===== src/hw/mcs_pkg.sv =====
/*
 * Package for the motor sampling / filter configuration block: register map,
 * field positions, reset values, timing steps and enumerations.
 * Assumes 8-bit register data and a 4 MHz nominal peripheral clock for times.
 */
package mcs_pkg;

    localparam int unsigned ADDR_W = 3;
    localparam int unsigned DATA_W = 8;

    localparam logic [ADDR_W-1:0] ADDR_CFG  = 3'h0;
    localparam logic [ADDR_W-1:0] ADDR_PAR  = 3'h1;
    localparam logic [ADDR_W-1:0] ADDR_ZFR  = 3'h2;
    localparam logic [ADDR_W-1:0] ADDR_CTL  = 3'h3;
    localparam logic [ADDR_W-1:0] ADDR_STAT = 3'h4;

    localparam logic [DATA_W-1:0] CFG_RST = 8'h02;
    localparam logic [DATA_W-1:0] PAR_RST = 8'h00;
    localparam logic [DATA_W-1:0] ZFR_RST = 8'h0f;
    localparam logic [DATA_W-1:0] CTL_RST = 8'h00;

    // sampling_and_clock_config
    localparam int unsigned CFG_DLY_LSB = 4;
    localparam int unsigned CFG_SOI_BIT = 3;
    localparam int unsigned CFG_SOM_BIT = 2;
    localparam int unsigned CFG_DIV_LSB = 0;
    // tacho_edge_and_output_parity
    localparam int unsigned PAR_TES_LSB = 6;
    localparam int unsigned NUM_CH      = 6;
    // z_event_filter_setup
    localparam int unsigned ZFR_ZEF_LSB = 4;
    localparam int unsigned ZFR_ZWF_LSB = 0;
    // own control register
    localparam int unsigned CTL_SR_BIT  = 0;
    localparam int unsigned CTL_PCN_BIT = 1;
    localparam int unsigned CTL_SZ_BIT  = 2;
    localparam int unsigned CTL_PWM_BIT = 3;
    localparam int unsigned CTL_SCF_LSB = 4;

    // times in ns at the nominal peripheral rate
    localparam int unsigned PERIPH_REF_MHZ  = 4;
    localparam int unsigned DELAY_STEP_NS   = 2500;
    localparam int unsigned WIN_LO_STEP_NS  = 5000;
    localparam int unsigned WIN_HI_BASE_NS  = 60000;
    localparam int unsigned WIN_HI_STEP_NS  = 20000;
    localparam int unsigned SCF_BASE_NS     = 1000;
    localparam int unsigned DELAY_STEP_TICKS = DELAY_STEP_NS * PERIPH_REF_MHZ / 1000;
    localparam int unsigned WIN_LO_TICKS     = WIN_LO_STEP_NS * PERIPH_REF_MHZ / 1000;
    localparam int unsigned WIN_HI_BASE_TICKS = WIN_HI_BASE_NS * PERIPH_REF_MHZ / 1000;
    localparam int unsigned WIN_HI_STEP_TICKS = WIN_HI_STEP_NS * PERIPH_REF_MHZ / 1000;
    localparam int unsigned SCF_BASE_TICKS   = SCF_BASE_NS * PERIPH_REF_MHZ / 1000;

    typedef enum logic [1:0] {
        MCS_DIV_1  = 2'b00,
        MCS_DIV_2  = 2'b01,
        MCS_DIV_4  = 2'b10,
        MCS_DIV_4B = 2'b11
    } mcs_div_t;

    typedef enum logic [1:0] {
        MCS_TES_POS  = 2'b00,
        MCS_TES_RISE = 2'b01,
        MCS_TES_FALL = 2'b10,
        MCS_TES_BOTH = 2'b11
    } mcs_tes_t;

    typedef enum logic [0:0] {
        MCS_SMP_IDLE = 1'b0,
        MCS_SMP_WAIT = 1'b1
    } mcs_smp_t;

endpackage


===== src/hw/mcs_top.sv =====
/*
 * Motor sampling, prescaler, parity and Z event filter logic with register port.
 * Assumes ref_clk_i is the motor-control clock, pwm_on_i and d_event_i come from
 * logic on the same clock, zc_raw_i comes from a comparator pin.
 */
// Design decisions made here: the register addresses and strobed register access.
// Summary of operation
// - delay code sets ON-time sample delay
// - each code step adds 2.5 us
// - late sample discarded, pending flag set
// - mask bit enables sampling-out interrupt
// - flag only for Z, nonzero delay
// - clock select divides by 1, 2, 4
// - tacho edge field picks capture edges
// - parity bit zero high, one low
// - parity ignored with independent phases
// - Z event after code+1 consecutive samples
// - Z samples at sampling clock or PWM
// - D event starts Z blanking window
// - window table sensorless, none in sensor
// - sampling clock 1 MHz down to 125 kHz
`timescale 1ns/1ps
module mcs_top
    import mcs_pkg::*;
#(
    parameter int unsigned DLY_W = 8,
    parameter int unsigned WIN_W = 10,
    parameter int unsigned SCF_W = 6
) (
    input  wire logic              ref_clk_i,
    input  wire logic              rst_i,
    input  wire logic [ADDR_W-1:0] addr_i,
    input  wire logic [DATA_W-1:0] wdata_i,
    input  wire logic              wr_i,
    input  wire logic              rd_i,
    output logic      [DATA_W-1:0] rdata_o,
    input  wire logic              pwm_on_i,
    input  wire logic              d_event_i,
    input  wire logic              zc_raw_i,
    output logic                   periph_tick_o,
    output logic                   z_sample_o,
    output logic                   z_event_o,
    output logic                   blank_active_o,
    output logic                   speed_mode_o,
    output logic                   capture_rise_o,
    output logic                   capture_fall_o,
    output logic      [NUM_CH-1:0] out_level_o,
    output logic                   irq_o
);

    logic [DATA_W-1:0] cfg_q;
    logic [DATA_W-1:0] par_q;
    logic [DATA_W-1:0] zfr_q;
    logic [DATA_W-1:0] ctl_q;
    logic [DATA_W-1:0] rdata_q;
    logic              soi_q;
    logic [1:0]        div_cnt_q;
    logic [SCF_W-1:0]  scf_cnt_q;
    logic [DLY_W-1:0]  dly_cnt_q;
    mcs_smp_t          smp_q;
    logic              pwm_prev_q;
    logic [WIN_W-1:0]  win_cnt_q;
    logic [4:0]        zcnt_q;
    logic              zev_q;
    logic              zev_pls_q;
    logic              zsmp_q;
    logic              zc_s1_q;
    logic              zc_s2_q;
    logic              zc_s3_q;
    logic              zc_q;
    logic [NUM_CH-1:0] lvl_q;

    // field decode
    wire logic [3:0] ds_code  = cfg_q[CFG_DLY_LSB +: 4];
    wire logic       sampling_out_irq_mask      = cfg_q[CFG_SOM_BIT];
    wire mcs_div_t   div_sel  = mcs_div_t'(cfg_q[CFG_DIV_LSB +: 2]);
    wire mcs_tes_t   tes      = mcs_tes_t'(par_q[PAR_TES_LSB +: 2]);
    wire logic [3:0] zef      = zfr_q[ZFR_ZEF_LSB +: 4];
    wire logic [3:0] zwf      = zfr_q[ZFR_ZWF_LSB +: 4];
    wire logic       sensor   = ctl_q[CTL_SR_BIT];
    wire logic       independent_phase_config      = ctl_q[CTL_PCN_BIT];
    wire logic       at_pwm   = ctl_q[CTL_PWM_BIT];
    wire logic [1:0] scf      = ctl_q[CTL_SCF_LSB +: 2];

    wire logic wr_cfg = wr_i && (addr_i == ADDR_CFG);
    wire logic wr_par = wr_i && (addr_i == ADDR_PAR);
    wire logic wr_zfr = wr_i && (addr_i == ADDR_ZFR);
    wire logic wr_ctl = wr_i && (addr_i == ADDR_CTL);

    // peripheral clock enable
    logic tick;
    always_comb begin
        case (div_sel)
            MCS_DIV_1: tick = 1'b1;
            MCS_DIV_2: tick = div_cnt_q[0];
            default:   tick = &div_cnt_q;
        endcase
    end

    // sampling clock: base period doubled per select step
    wire logic [SCF_W-1:0] scf_period = SCF_W'(SCF_BASE_TICKS) << scf;
    // at-or-above: a shorter period picked mid-count ends at once, not after a wrap
    wire logic scf_tick = tick && (scf_cnt_q >= scf_period - SCF_W'(1));

    // ON-time sample delay
    wire logic [DLY_W-1:0] dly_ticks = DLY_W'(ds_code) * DLY_W'(DELAY_STEP_TICKS);
    wire logic pwm_rise   = pwm_on_i && !pwm_prev_q;
    wire logic pwm_fall   = !pwm_on_i && pwm_prev_q;
    wire logic dly_done   = (smp_q == MCS_SMP_WAIT) && tick && (dly_cnt_q == DLY_W'(1));
    // a sample that ripens after the ON time has closed is thrown away
    wire logic late_smp   = dly_done && !pwm_on_i && at_pwm && (ds_code != 4'h0);
    wire logic pwm_smp    = (ds_code == 4'h0) ? pwm_fall : (dly_done && pwm_on_i);
    wire logic zsmp_evt   = at_pwm ? pwm_smp : scf_tick;

    // blanking window length
    wire logic [WIN_W-1:0] win_lo = WIN_W'(WIN_LO_TICKS) * (WIN_W'(zwf[2:0]) + WIN_W'(1));
    wire logic [WIN_W-1:0] win_hi = WIN_W'(WIN_HI_BASE_TICKS) + WIN_W'(WIN_HI_STEP_TICKS) * WIN_W'(zwf[2:0]);
    wire logic [WIN_W-1:0] win_ticks = zwf[3] ? win_hi : win_lo;
    wire logic blanking = (win_cnt_q != '0);

    wire logic [4:0] z_need  = 5'(zef) + 5'h01;
    wire logic       z_take  = zsmp_evt && !blanking && !d_event_i;
    // at-or-above so lowering the code mid-count still fires
    wire logic       z_hit   = z_take && zc_q && !zev_q && (zcnt_q + 5'h01 >= z_need);

    wire logic [DATA_W-1:0] cfg_rd = {cfg_q[7:4], soi_q, cfg_q[2:0]};
    wire logic [DATA_W-1:0] stat_rd = {blanking, zev_q, zc_q, zcnt_q};
    logic [DATA_W-1:0] rd_mux;
    always_comb begin
        if (addr_i == ADDR_CFG) begin
            rd_mux = cfg_rd;
        end else if (addr_i == ADDR_PAR) begin
            rd_mux = par_q;
        end else if (addr_i == ADDR_ZFR) begin
            rd_mux = zfr_q;
        end else if (addr_i == ADDR_CTL) begin
            rd_mux = ctl_q;
        end else if (addr_i == ADDR_STAT) begin
            rd_mux = stat_rd;
        end else begin
            rd_mux = '0;
        end
    end

    // registers
    always_ff @(posedge ref_clk_i) begin
        if (rst_i) begin
            cfg_q <= CFG_RST;
            par_q <= PAR_RST;
            zfr_q <= ZFR_RST;
            ctl_q <= CTL_RST;
            rdata_q <= '0;
        end else begin
            if (wr_cfg) cfg_q <= wdata_i;
            if (wr_par) par_q <= wdata_i;
            if (wr_zfr) zfr_q <= wdata_i;
            if (wr_ctl) ctl_q <= wdata_i;
            rdata_q <= rd_i ? rd_mux : '0;
        end
    end

    // pending flag: set wins over a write-one clear
    always_ff @(posedge ref_clk_i) begin
        if (rst_i) begin
            soi_q <= 1'b0;
        end else if (late_smp) begin
            soi_q <= 1'b1;
        end else if (wr_cfg && wdata_i[CFG_SOI_BIT]) begin
            soi_q <= 1'b0;
        end
    end

    always_ff @(posedge ref_clk_i) begin
        if (rst_i) begin
            div_cnt_q <= '0;
            scf_cnt_q <= '0;
        end else begin
            div_cnt_q <= (div_sel == MCS_DIV_1) ? 2'h0 : div_cnt_q + 2'h1;
            if (scf_tick) begin
                scf_cnt_q <= '0;
            end else if (tick) begin
                scf_cnt_q <= scf_cnt_q + SCF_W'(1);
            end
        end
    end

    // delayed sample launcher; one sample per ON edge, edges while waiting are ignored
    always_ff @(posedge ref_clk_i) begin
        if (rst_i) begin
            smp_q <= MCS_SMP_IDLE;
            dly_cnt_q <= '0;
            pwm_prev_q <= 1'b0;
        end else begin
            pwm_prev_q <= pwm_on_i;
            case (smp_q)
                MCS_SMP_IDLE: begin
                    if (pwm_rise && ds_code != 4'h0) begin
                        smp_q <= MCS_SMP_WAIT;
                        dly_cnt_q <= dly_ticks;
                    end
                end
                default: begin
                    if (dly_done || ds_code == 4'h0) begin
                        smp_q <= MCS_SMP_IDLE;
                    end else if (tick) begin
                        dly_cnt_q <= dly_cnt_q - DLY_W'(1);
                    end
                end
            endcase
        end
    end

    // comparator pin: three stages, accepted once stages two and three agree
    always_ff @(posedge ref_clk_i) begin
        if (rst_i) begin
            zc_s1_q <= 1'b0;
            zc_s2_q <= 1'b0;
            zc_s3_q <= 1'b0;
            zc_q <= 1'b0;
        end else begin
            zc_s1_q <= zc_raw_i;
            zc_s2_q <= zc_s1_q;
            zc_s3_q <= zc_s2_q;
            if (zc_s2_q == zc_s3_q) zc_q <= zc_s3_q;
        end
    end

    // blanking and consecutive-sample filter
    always_ff @(posedge ref_clk_i) begin
        if (rst_i) begin
            win_cnt_q <= '0;
            zcnt_q <= '0;
            zev_q <= 1'b0;
            zsmp_q <= 1'b0;
            zev_pls_q <= 1'b0;
        end else begin
            zsmp_q <= z_take;
            zev_pls_q <= z_hit;
            if (d_event_i) begin
                win_cnt_q <= sensor ? '0 : win_ticks;
                zcnt_q <= '0;
                zev_q <= 1'b0;
            end else begin
                if (blanking && tick) win_cnt_q <= win_cnt_q - WIN_W'(1);
                if (z_take) begin
                    if (!zc_q) begin
                        zcnt_q <= '0;
                    end else if (!zev_q) begin
                        zcnt_q <= zcnt_q + 5'h01;
                    end
                end
                if (z_hit) zev_q <= 1'b1;
            end
        end
    end

    // channel levels: zero drives high, parity ignored with independent phases
    always_ff @(posedge ref_clk_i) begin
        if (rst_i) begin
            lvl_q <= '0;
        end else begin
            lvl_q <= independent_phase_config ? '0 : ~par_q[NUM_CH-1:0];
        end
    end

    assign rdata_o        = rdata_q;
    assign periph_tick_o  = tick;
    assign z_sample_o     = zsmp_q;
    assign z_event_o      = zev_pls_q;
    assign blank_active_o = blanking;
    assign speed_mode_o   = (tes != MCS_TES_POS);
    assign capture_rise_o = tes[0];
    assign capture_fall_o = tes[1];
    assign out_level_o    = lvl_q;
    assign irq_o          = soi_q && sampling_out_irq_mask;
endmodule


===== config.mk =====
export PLATFORM = sky130hd
export DESIGN_NAME = mcs_top
export DESIGN_NICKNAME = d
export VERILOG_FILES = /design/src/hw/mcs_pkg.sv /design/src/hw/mcs_top.sv
export SDC_FILE = /design/constraint.sdc
export NUM_CORES = 1
export LEC_CHECK = 0
export BUFFER_PORTS_ARGS = -buffer_cell sky130_fd_sc_hd__buf_2
export CORE_MARGIN = 3
export CORE_UTILIZATION = 60
export DETAILED_ROUTE_END_ITERATION = 12
export PLACE_DENSITY = 0.78
export REMOVE_ABC_BUFFERS = 1
export SLEW_MARGIN = 20
export SYNTH_ARGS = -nofsm -noshare
export SYNTH_HDL_FRONTEND = slang
export SYNTH_SLANG_ARGS = --single-unit

===== constraint.sdc =====
create_clock -name ref_clk_i -period 3.8 [get_ports ref_clk_i]
set_clock_uncertainty 0.2 [all_clocks]
set_input_delay 0.38 -clock ref_clk_i [delete_from_list [all_inputs] [get_ports ref_clk_i]]
set_output_delay 0.38 -clock ref_clk_i [all_outputs]
set_load 0.03 [all_outputs]

==> results of run 1 <==
## cells by family after synthesis
logic type               count (synthesis)  share of synthesized area (%)
XOR/XNOR                                19                           3.68
adder cells (fa/ha/maj)                 31                           8.90
multiplexers                            10                           2.43
AND/OR/NAND/NOR                        219                           22.9
AO/OA/AOI/OAI                          137                           19.5
buffers and inverters                   51                           4.48
flip-flops                              86                           38.0
other                                    1                         0.0828
## Yosys cell counts, drive strengths merged (6+ instances only)
cell and count:
clkbuf 22, a31oi 6, o22ai 7, xnor2 10, nor4 6, o21ai 21, dfxtp 86, nand3 14
xor2 9, nor2 42, inv 23, a21oi 48, ha 29, nor3 11, o21a 6, o211ai 11
nand2 95, nor3b 6, a22oi 8, mux2 8, nor2b 13, a211oi 12
## cell usage in the layout (no fill, tap or decap), drive strengths merged, types with 7 or more instances in the layout
| cell | synthesis | layout |
|---|---|---|
| nand2 | 95 | 95 |
| dfxtp | 86 | 86 |
| a21oi | 48 | 48 |
| nor2 | 42 | 42 |
| buf | 5 | 40 |
| ha | 29 | 29 |
| inv | 23 | 28 |
| o21ai | 21 | 21 |
| nand3 | 14 | 14 |
| nor2b | 13 | 13 |
| a211oi | 12 | 12 |
| o211ai | 11 | 11 |
| nor3 | 11 | 11 |
| xnor2 | 10 | 10 |
| xor2 | 9 | 9 |
| clkbuf | 22 | 9 |
| mux2 | 8 | 8 |
| a22oi | 8 | 8 |
| o22ai | 7 | 7 |
## worst paths after layout
check / end / from / cells after the start
worst min register to register: zc_s2_q$_SDFF_PP0_ / zc_s1_q$_SDFF_PP0_ / 1
worst max register to register: win_cnt_q[7]$_SDFFE_PP0P_ / zfr_q[0]$_SDFFE_PP1P_ / 10
worst min-delay path: zc_s1_q$_SDFF_PP0_ / zc_raw_i / 2
worst max-delay path: blank_active_o / win_cnt_q[0]$_SDFFE_PP0P_ / 5
## registers in the layout, summed over array words and instances, names as in the netlist
register / cells
zev_q: 1
scf_cnt_q: 6
cfg_q: 7
win_cnt_q: 10
zc_s1_q: 1
out_level_o: 6
zcnt_q: 5
z_sample_o: 1
z_event_o: 1
zc_s2_q: 1
zc_s3_q: 1
zc_q: 1
rdata_o: 8
smp_q: 1
pwm_prev_q: 1
soi_q: 1
div_cnt_q: 2
par_q: 8
zfr_q: 8
dly_cnt_q: 8
ctl_q: 8
## per-stage QoR
step	hold slack, ps	worst slack, ps	utilization (%)	cells	area, sq um
2_1_floorplan	210	1240	-	527	4420
3_3_place_gp	217	1150	65.0	666	4740
3_5_place_dp	229	1020	65.0	666	4740
4_1_cts	29.6	906	67.6	682	4930
5_1_grt	52.0	819	67.6	682	4930
6_report	25.1	872	67.6	682	4930
## area by class of cell
cell class                      instances  area share [%]
Multi-Input combinational cell        417            52.8
Sequential cell                        86            34.9
Timing Repair Buffer                   40            4.11
Clock buffer                            9            2.51
Tap cell                               99            2.51
Inverter                               24            1.83
Clock inverter                          7            1.29
## power groups by stage
stage	registers [mW]	clock network (mW)	logic, mW
2_1_floorplan	0.984	0	0.171
3_3_place_gp	0.975	0	0.258
3_5_place_dp	0.976	0	0.265
4_1_cts	0.955	0.628	0.268
5_1_grt	0.960	0.671	0.297
6_report	0.956	0.627	0.270
## worst max-delay path, cell delays in order (launching register included)
cell     delay [ps]
dfxtp_1         350
inv_1            60
ha_1            160
nor3b_1         540
or4b_4          650
buf_2           230
## per-layer routing
metal	wire length (um)	track usage [%]	share of wire, %
met1	4860	34.7	45
met2	5230	41.5	48
met3	594	3.57	5.5
met4	156	8.06	1.4
met5	0	0	0
==> results.tsv, run 1 <==
metric	value	unit
leakage	1.90	nW
diodes	0	
die_h	92.9	um
synth.top_cell.area_share	38.0	%
cts_setup_buffers	0	
drtAntennaViolNets	0	
track_usage	25.4	%
vias_per_cell	5.93	
cts_resized	0	
tightest_slew	939	ps
status	finished, final reports clean	
io_pins	40	
clock_latency	360	ps
grt_max_degree	33	
portBuffers	39	
async_flop_share	0	%
grt.overflow.total	0	
slew_violations	0	
drc_errors	0	
synth.yosys.seq_area_share	38.0	%
ff_latch_area	0.00172	sq mm
hp-class	input port to flip-flop	
p_switching	0.572	mW
area_growth	8.87	%
worstPathRequired	3220	ps
cts_buffers	9	
antenna_found_initial	0	
h-tree-depth	3	
dr.pass1.iters	6	
synthCells	554	
crit_fanout	13	
start_kind	flip-flop	
vias	4046	
max_cap_violations	0	
place.gp.congestion	0.852	
timing.final.crit_share	77.1	%
total_power	1.85	mW
ir_drop	258	uV
fmaxAchievable	0.342	GHz
criticalPathCategory	flip-flop to output port	
maxSlewHeadroom	37.3	%
root_buffer	clkbuf_8	
grt_pass1_wl	17600	um
rows	31	
core	0.00729	sq mm
rsz0062_at_grt	false	
cts.sinks	86	
cts_tree	built	
die-area	0.00862	sq mm
synth.cell_area	0.00453	sq mm
combinationalPowerShare	14.6	%
hold_viol	0	
initial_core_util	62.1	%
dr.first_iter.drc_count	221	
syn_area_per_cell	8.17	sq um
die_x	92.9	um
hold_buffers	0	
clk_pin_slew	100	ps
power_frac_seq	51.6	%
multi_input_area	0.00260	sq mm
clkPwrFrac	33.8	%
ys_seq_elements	86	
powerDensity	376	mW/mm^2
fillCellCount	645	
synth-edff-count	0	
r2r_setup_slack	980	ps
cp.arrival	2350	ps
period_needed	2930	ps
switching_share	30.9	%
critPathCaptureType	output port	
drive_gt1_share	13.6	%
intPower	1.28	mW
fin_nets	627	
dp_hpwl	7850	um
wl	10800	um
tns	0	ps
cts_max_path_buffers	2	
yosys.area.top_type	dfxtp_1	
ys_warn_count	0	
yosysUniqueCellTypes	57	
synth-main-ff-cell	dfxtp_1	
grt_pass1_vias	3713	
drt-wirelength-per-cell	15.9	um
setup_violations	0	
synthTopCellsByArea	dfxtp_1, ha_1, nand2_1, a21oi_1, nor2_1	
(Power assumes the default switching activity.)
==> inputs of run 2 (changes only) <==
- ABC_AREA: default -> 1
- CORE_UTILIZATION: 60 -> 54
- PLACE_DENSITY: 0.78 -> 0.74
- clock period: 3.8 -> 2.5 ns (I/O delays scaled with it)
==> run 2 against run 1 <==
Against the previous run:
- routed wire length is 0.40% lower
- largest cell class unchanged
- critical endpoint is now win_cnt_q[6]$_SDFFE_PP0P_
- register-to-register slack worse by 830 ps
- final cell count is 9.7% higher
- clock-buffer cell count stayed put
- non-clock buffer count is 15 higher
- highest routed layer unchanged
==> results.tsv, run 2 <==
metric	value	unit
status	finished, final reports clean	
core	0.00793	sq mm
drc_errors	0	
hold_depth	3	
dr.first_iter.drc_count	213	
period_needed	2350	ps
die-area	0.00954	sq mm
grt_max_degree	36	
r2r_setup_slack	150	ps
r2r-end	win_cnt_q[6]$_SDFFE_PP0P_	
leakage	2.21	nW
cts.sinks	86	
vias_per_cell	5.45	
area_growth	13.8	%
slew_violations	0	
place.gp.congestion	0.850	
maxSlewHeadroom	59.5	%
synthTopCellsByArea	dfxtp_1, ha_1, nand2_1, a21oi_1, nor2_1	
cp.arrival	2440	ps
io_pins	40	
critPathCaptureType	flip-flop	
crit_start	zfr_q[2]$_SDFFE_PP1P_	
place_inst	723	
grt_pass1_wl	18300	um
fmaxAchievable	0.425	GHz
mostFrequentLayoutCells	nand2_1, dfxtp_1, nor2_1	
r2r-start	zfr_q[2]$_SDFFE_PP1P_	
grt.overflow.total	0	
worstPathRequired	2590	ps
yosysUniqueCellTypes	44	
diodes	0	
max_cap_violations	0	
synthCells	589	
cp.depth	9	
hp-start	wdata_i[7]	
yosys.area.top_type	dfxtp_1	
fillCellCount	684	
vias	4076	
layoutNonFillerInstCount	748	
hp-class	input port to flip-flop	
timing.final.crit_share	94.2	%
track_usage	23.2	%
setup_violations	0	
tightest_slew	605	ps
clock_latency	360	ps
largest-register	win_cnt_q	
synth-edff-count	0	
root_buffer	clkbuf_8	
synth_common_cells	dfxtp_1, nand2_1, nor2_1	
crit_chain	nand3_1, inv_1, ha_1, ha_1, inv_1, fa_1, a21oi_1, o21ai_0, a31oi_1	
drt-wirelength-per-cell	14.4	um
initial_core_util	57.2	%
crit_family	adder cells	
hold_ws	20.4	ps
crit_buf_inv	2	
rows	32	
fin_util	65.1	%
synth.top_cell.area_share	37.9	%
cts_tree	built	
cpMaxStageDelayCell	dfxtp_1	
clk_pin_slew	100	ps
ys_warn_count	0	
synth-main-ff-cell	dfxtp_1	
start_kind	flip-flop	
multi_input_area	0.00247	sq mm
crit_fanout	6	
max_stage_delay	470	ps
wl	10800	um
grt_pass1_vias	3870	
synth.cell_area	0.00454	sq mm
portBuffers	39	
dp_hpwl	8110	um
die_h	97.7	um
ff_latch_area	0.00172	sq mm
cts_max_path_buffers	2	
ir_drop	382	uV
powerDensity	603	mW/mm^2
drtAntennaViolNets	0	
reg2reg_depth	9	
yosysMostFrequentCell	dfxtp_1	
async_flop_share	0	%
dr.pass1.iters	5	
criticalPathCategory	flip-flop to flip-flop	
drive_gt1_share	16.3	%
ys_seq_elements	86	
largest_reg_flops	10	
syn_area_per_cell	7.70	sq um
worstHoldEndpoint	cfg_q[7]$_SDFFE_PP0P_	
h-tree-depth	3	
fin_nets	690	
synth.yosys.seq_area_share	37.9	%
antenna_found_initial	0	
die_x	97.7	um
cts_buffers	9	
hold_viol	0	
run 2: cell count changes after synthesis, moves of 10 or more:
cell      delta
inv_1       +41
nor2_1      +27
o21ai_1     +26
clkbuf_1    -16
nor2b_1     -13
a21oi_1     +10
nand2_1     -10
nand3_1     +10
run 2: kinds of logic (layout without fill, tap and decap cells):
| kind of cell | Yosys count | in the layout | synth area share [%] |
|---|---|---|---|
| AOI/OAI and AO/OA | 146 | 146 | 18.6 |
| xor gates and xnor gates | 15 | 15 | 2.90 |
| adders and majority gates | 31 | 31 | 8.88 |
| buffers and inverters | 88 | 145 | 8.19 |
| DFF | 86 | 86 | 37.9 |
| muxes | 1 | 1 | 0.221 |
| other | 1 | 1 | 0.0826 |
| and+or+nand+nor | 221 | 221 | 23.2 |
run 2: worst max-delay path by stage:
stage,to
2_1_floorplan,win_cnt_q[6]$_SDFFE_PP0P_
3_3_place_gp,win_cnt_q[6]$_SDFFE_PP0P_
3_5_place_dp,win_cnt_q[6]$_SDFFE_PP0P_
4_1_cts,win_cnt_q[6]$_SDFFE_PP0P_
5_1_grt,win_cnt_q[6]$_SDFFE_PP0P_
6_report,win_cnt_q[6]$_SDFFE_PP0P_
run 2: stage by stage:
step / setup TNS [ps] / total power, mW / area [sq um] / worst slack [ps]
2_1_floorplan: 0 / 1.86 / 4440 / 124
3_3_place_gp: 0 / 1.99 / 4820 / 195
3_5_place_dp: 0 / 2.00 / 4820 / 103
4_1_cts: 0 / 3.13 / 5140 / 78.4
5_1_grt: -3.68 / 3.26 / 5160 / -3.68
6_report: 0 / 3.11 / 5160 / 146
run 2: final cells by class:
class	instances	area share, %
multi-input combinational	415	47.8
clock buffer	9	2.40
inverter	74	5.38
clock inverter	7	2.04
sequential	86	33.4
timing repair buffer	55	6.54
tap	102	2.47
run 2: report_power, final:
group	internal (mW)	total (mW)	switching (mW)	leakage, nW
Combinational	0.186	0.514	0.328	1.40
Clock	0.579	1.12	0.545	0.112
Sequential	1.43	1.48	0.0465	0.701
Total	2.19	3.11	0.920	2.21
run 2: worst register-to-register path, stage by stage, from the launching register on:
cell     delay, ps
dfxtp_1        470
nand3_1        130
inv_1          130
ha_1           250
ha_1           210
inv_1           80
fa_1           410
a21oi_1        150
o21ai_0         90
a31oi_1        150
run 2: routing by layer:
layer	GRT usage, %	vias up	part of all wire, %
met4	5.96	0	1.5
met5	0	-	0
met1	30.6	1836	45
met3	4.45	16	6.5
li1	-	2078	-
met2	39.1	146	47
run 2: timing repair:
action / CTS / global route
endpoints found under the hold margin: 14 / 0
gates resized for setup: 0 / 4
setup endpoints to repair: 0 / 2
hold buffers: 9 / 0
buffers inserted: 0 / 0
==> inputs of run 3 (changes only) <==
- CORE_ASPECT_RATIO: default -> 1.25
- CORE_MARGIN: 3 -> 1.5
- REMOVE_ABC_BUFFERS: 1 -> default
==> run 3 against run 2 <==
Against the previous run:
- the flow now finishes with violations (DRC)
- final cell count decreased by 0.27%
- utilization decreased by 2.3 points
- power decreased by 1.3%
- first-iteration DRC count increased by 21%
- setup slack improved by 36 ps
- register-to-register slack improved by 40 ps
- hold slack got worse by 15 ps
- non-clock buffer count increased by 3
- via count increased by 0.74%
- global-route usage increased by 2.1 points
- clock power decreased by 4%
- fmax increased by 1.6%
==> results.tsv, run 3 (same netlist as run 2, synthesis figures left out) <==
metric	value	unit
die_x	85.0	um
rsz0062_at_grt	false	
start_kind	flip-flop	
grt_pass1_wl	17900	um
slew_violations	0	
status	finished, violations left	
dp_hpwl	8040	um
vias	4106	
h-tree-depth	3	
core	0.00819	sq mm
drc_errors	5	
period_needed	2320	ps
post-place-ws	88.7	ps
powerDensity	596	mW/mm^2
max_cap_violations	0	
initial_core_util	55.4	%
postPlaceCellArea	0.00484	sq mm
mostFrequentLayoutCell	nand2_1	
clk_pin_slew	90	ps
critPathCaptureType	flip-flop	
tns	0	ps
crit_fanout	6	
area_growth	13.5	%
drtAntennaViolNets	0	
criticalPathCategory	flip-flop to flip-flop	
track_usage	25.3	%
place.gp.congestion	0.912	
grt_max_degree	20	
hp-class	input port to flip-flop	
dr.pass1.iters	8	
timing.final.crit_share	92.7	%
cts_setup_buffers	0	
hold_depth	3	
reg2reg_depth	9	
ir_drop	296	uV
die_h	105	um
grt.overflow.total	0	
io_pins	40	
cts.sinks	86	
cts_buffers	9	
fmaxAchievable	0.431	GHz
mostFrequentLayoutCells	nand2_1, dfxtp_1, nor2_1	
largest_reg_flops	10	
root_buffer	clkbuf_8	
leakage	2.22	nW
final_area	0.00515	sq mm
die-area	0.00897	sq mm
setup_violations	0	
syn_nets	638	
total_power	3.07	mW
cts_tree	built	
largest-register	win_cnt_q	
violations	DRC	
drt-wirelength-per-cell	14.5	um
antenna_found_initial	0	
portBuffers	39	
setup_ws	182	ps
fin_nets	693	
cp.arrival	2420	ps
hold_viol	0	
diodes	0	
vias_per_cell	5.50	
wl	10800	um
worstPathRequired	2600	ps
clock_latency	370	ps
dr.first_iter.drc_count	257	
rows	37	
drive_gt1_share	16.3	%
cts_max_path_buffers	2	
grt_pass1_vias	3831	
==> run 3: changes by cell type in the layout (fill, tap and decap cells not counted), sizes merged <==
cell         previous run  this run
buf                    46        50
clkbuf                  9        11
clkinv                  2         3
clkinvlp                1         0
dlygate4sd3             9         8
inv                    76        74
==> run 3: area by class of cell <==
cell class,instances,area [sq um]
repair buffers,58,358
clock buffers,11,131
clock inverters,5,82.6
fillers,707,3040
flip-flops and latches,86,1720
multi-input cells,415,2460
well taps,97,121
inverters,74,278
==> run 3: power breakdown <==
group	switching, mW	internal [mW]
clock	0.516	0.567
sequential	0.0456	1.43
combinational	0.327	0.187
total	0.889	2.18
==> run 3: worst paths after layout <==
path                          from                   endpoint  slack, ps
max          zfr_q[2]$_SDFFE_PP1P_  win_cnt_q[6]$_SDFFE_PP0P_        180
min                     wdata_i[0]      par_q[0]$_SDFFE_PP0P_          5
max reg2reg  zfr_q[2]$_SDFFE_PP1P_  win_cnt_q[6]$_SDFFE_PP0P_        180
min reg2reg     zc_s1_q$_SDFF_PP0_         zc_s2_q$_SDFF_PP0_        210
==> run 3: repair_timing <==
| action | in CTS | in global routing |
|---|---|---|
| hold endpoints to repair | 12 | 0 |
| endpoints found under the setup margin | 0 | 2 |
| resized for setup | 0 | 3 |
| hold buffers | 8 | 0 |
==> run 3: routing by layer <==
metal | share of wire [%] | vias up | track usage (%)
met1 | 44 | 1904 | 31.0
met4 | 3.5 | 0 | 11.7
met3 | 3.8 | 34 | 4.86
met2 | 48 | 86 | 42.5
li1 | - | 2082 | -
met5 | 0 | - | 0
==> run 3: stage by stage <==
step / std cells / hold slack [ps] / utilization, %
after floorplan: 589 / 157 / -
after global placement: 722 / 199 / 59.1
after detailed placement: 722 / 199 / 59.1
after CTS: 746 / 2.68 / 62.7
after global routing: 746 / 8.52 / 62.9
final: 746 / 5.35 / 62.9
==> run 3: worst max-delay path, stage by stage (launching register included) <==
cell and delay (ps):
dfxtp_1 480, nand3_1 130, inv_1 110, ha_1 240, ha_1 210, inv_1 70, fa_1 410, a21oi_1 140
o21ai_0 100, a31oi_1 160
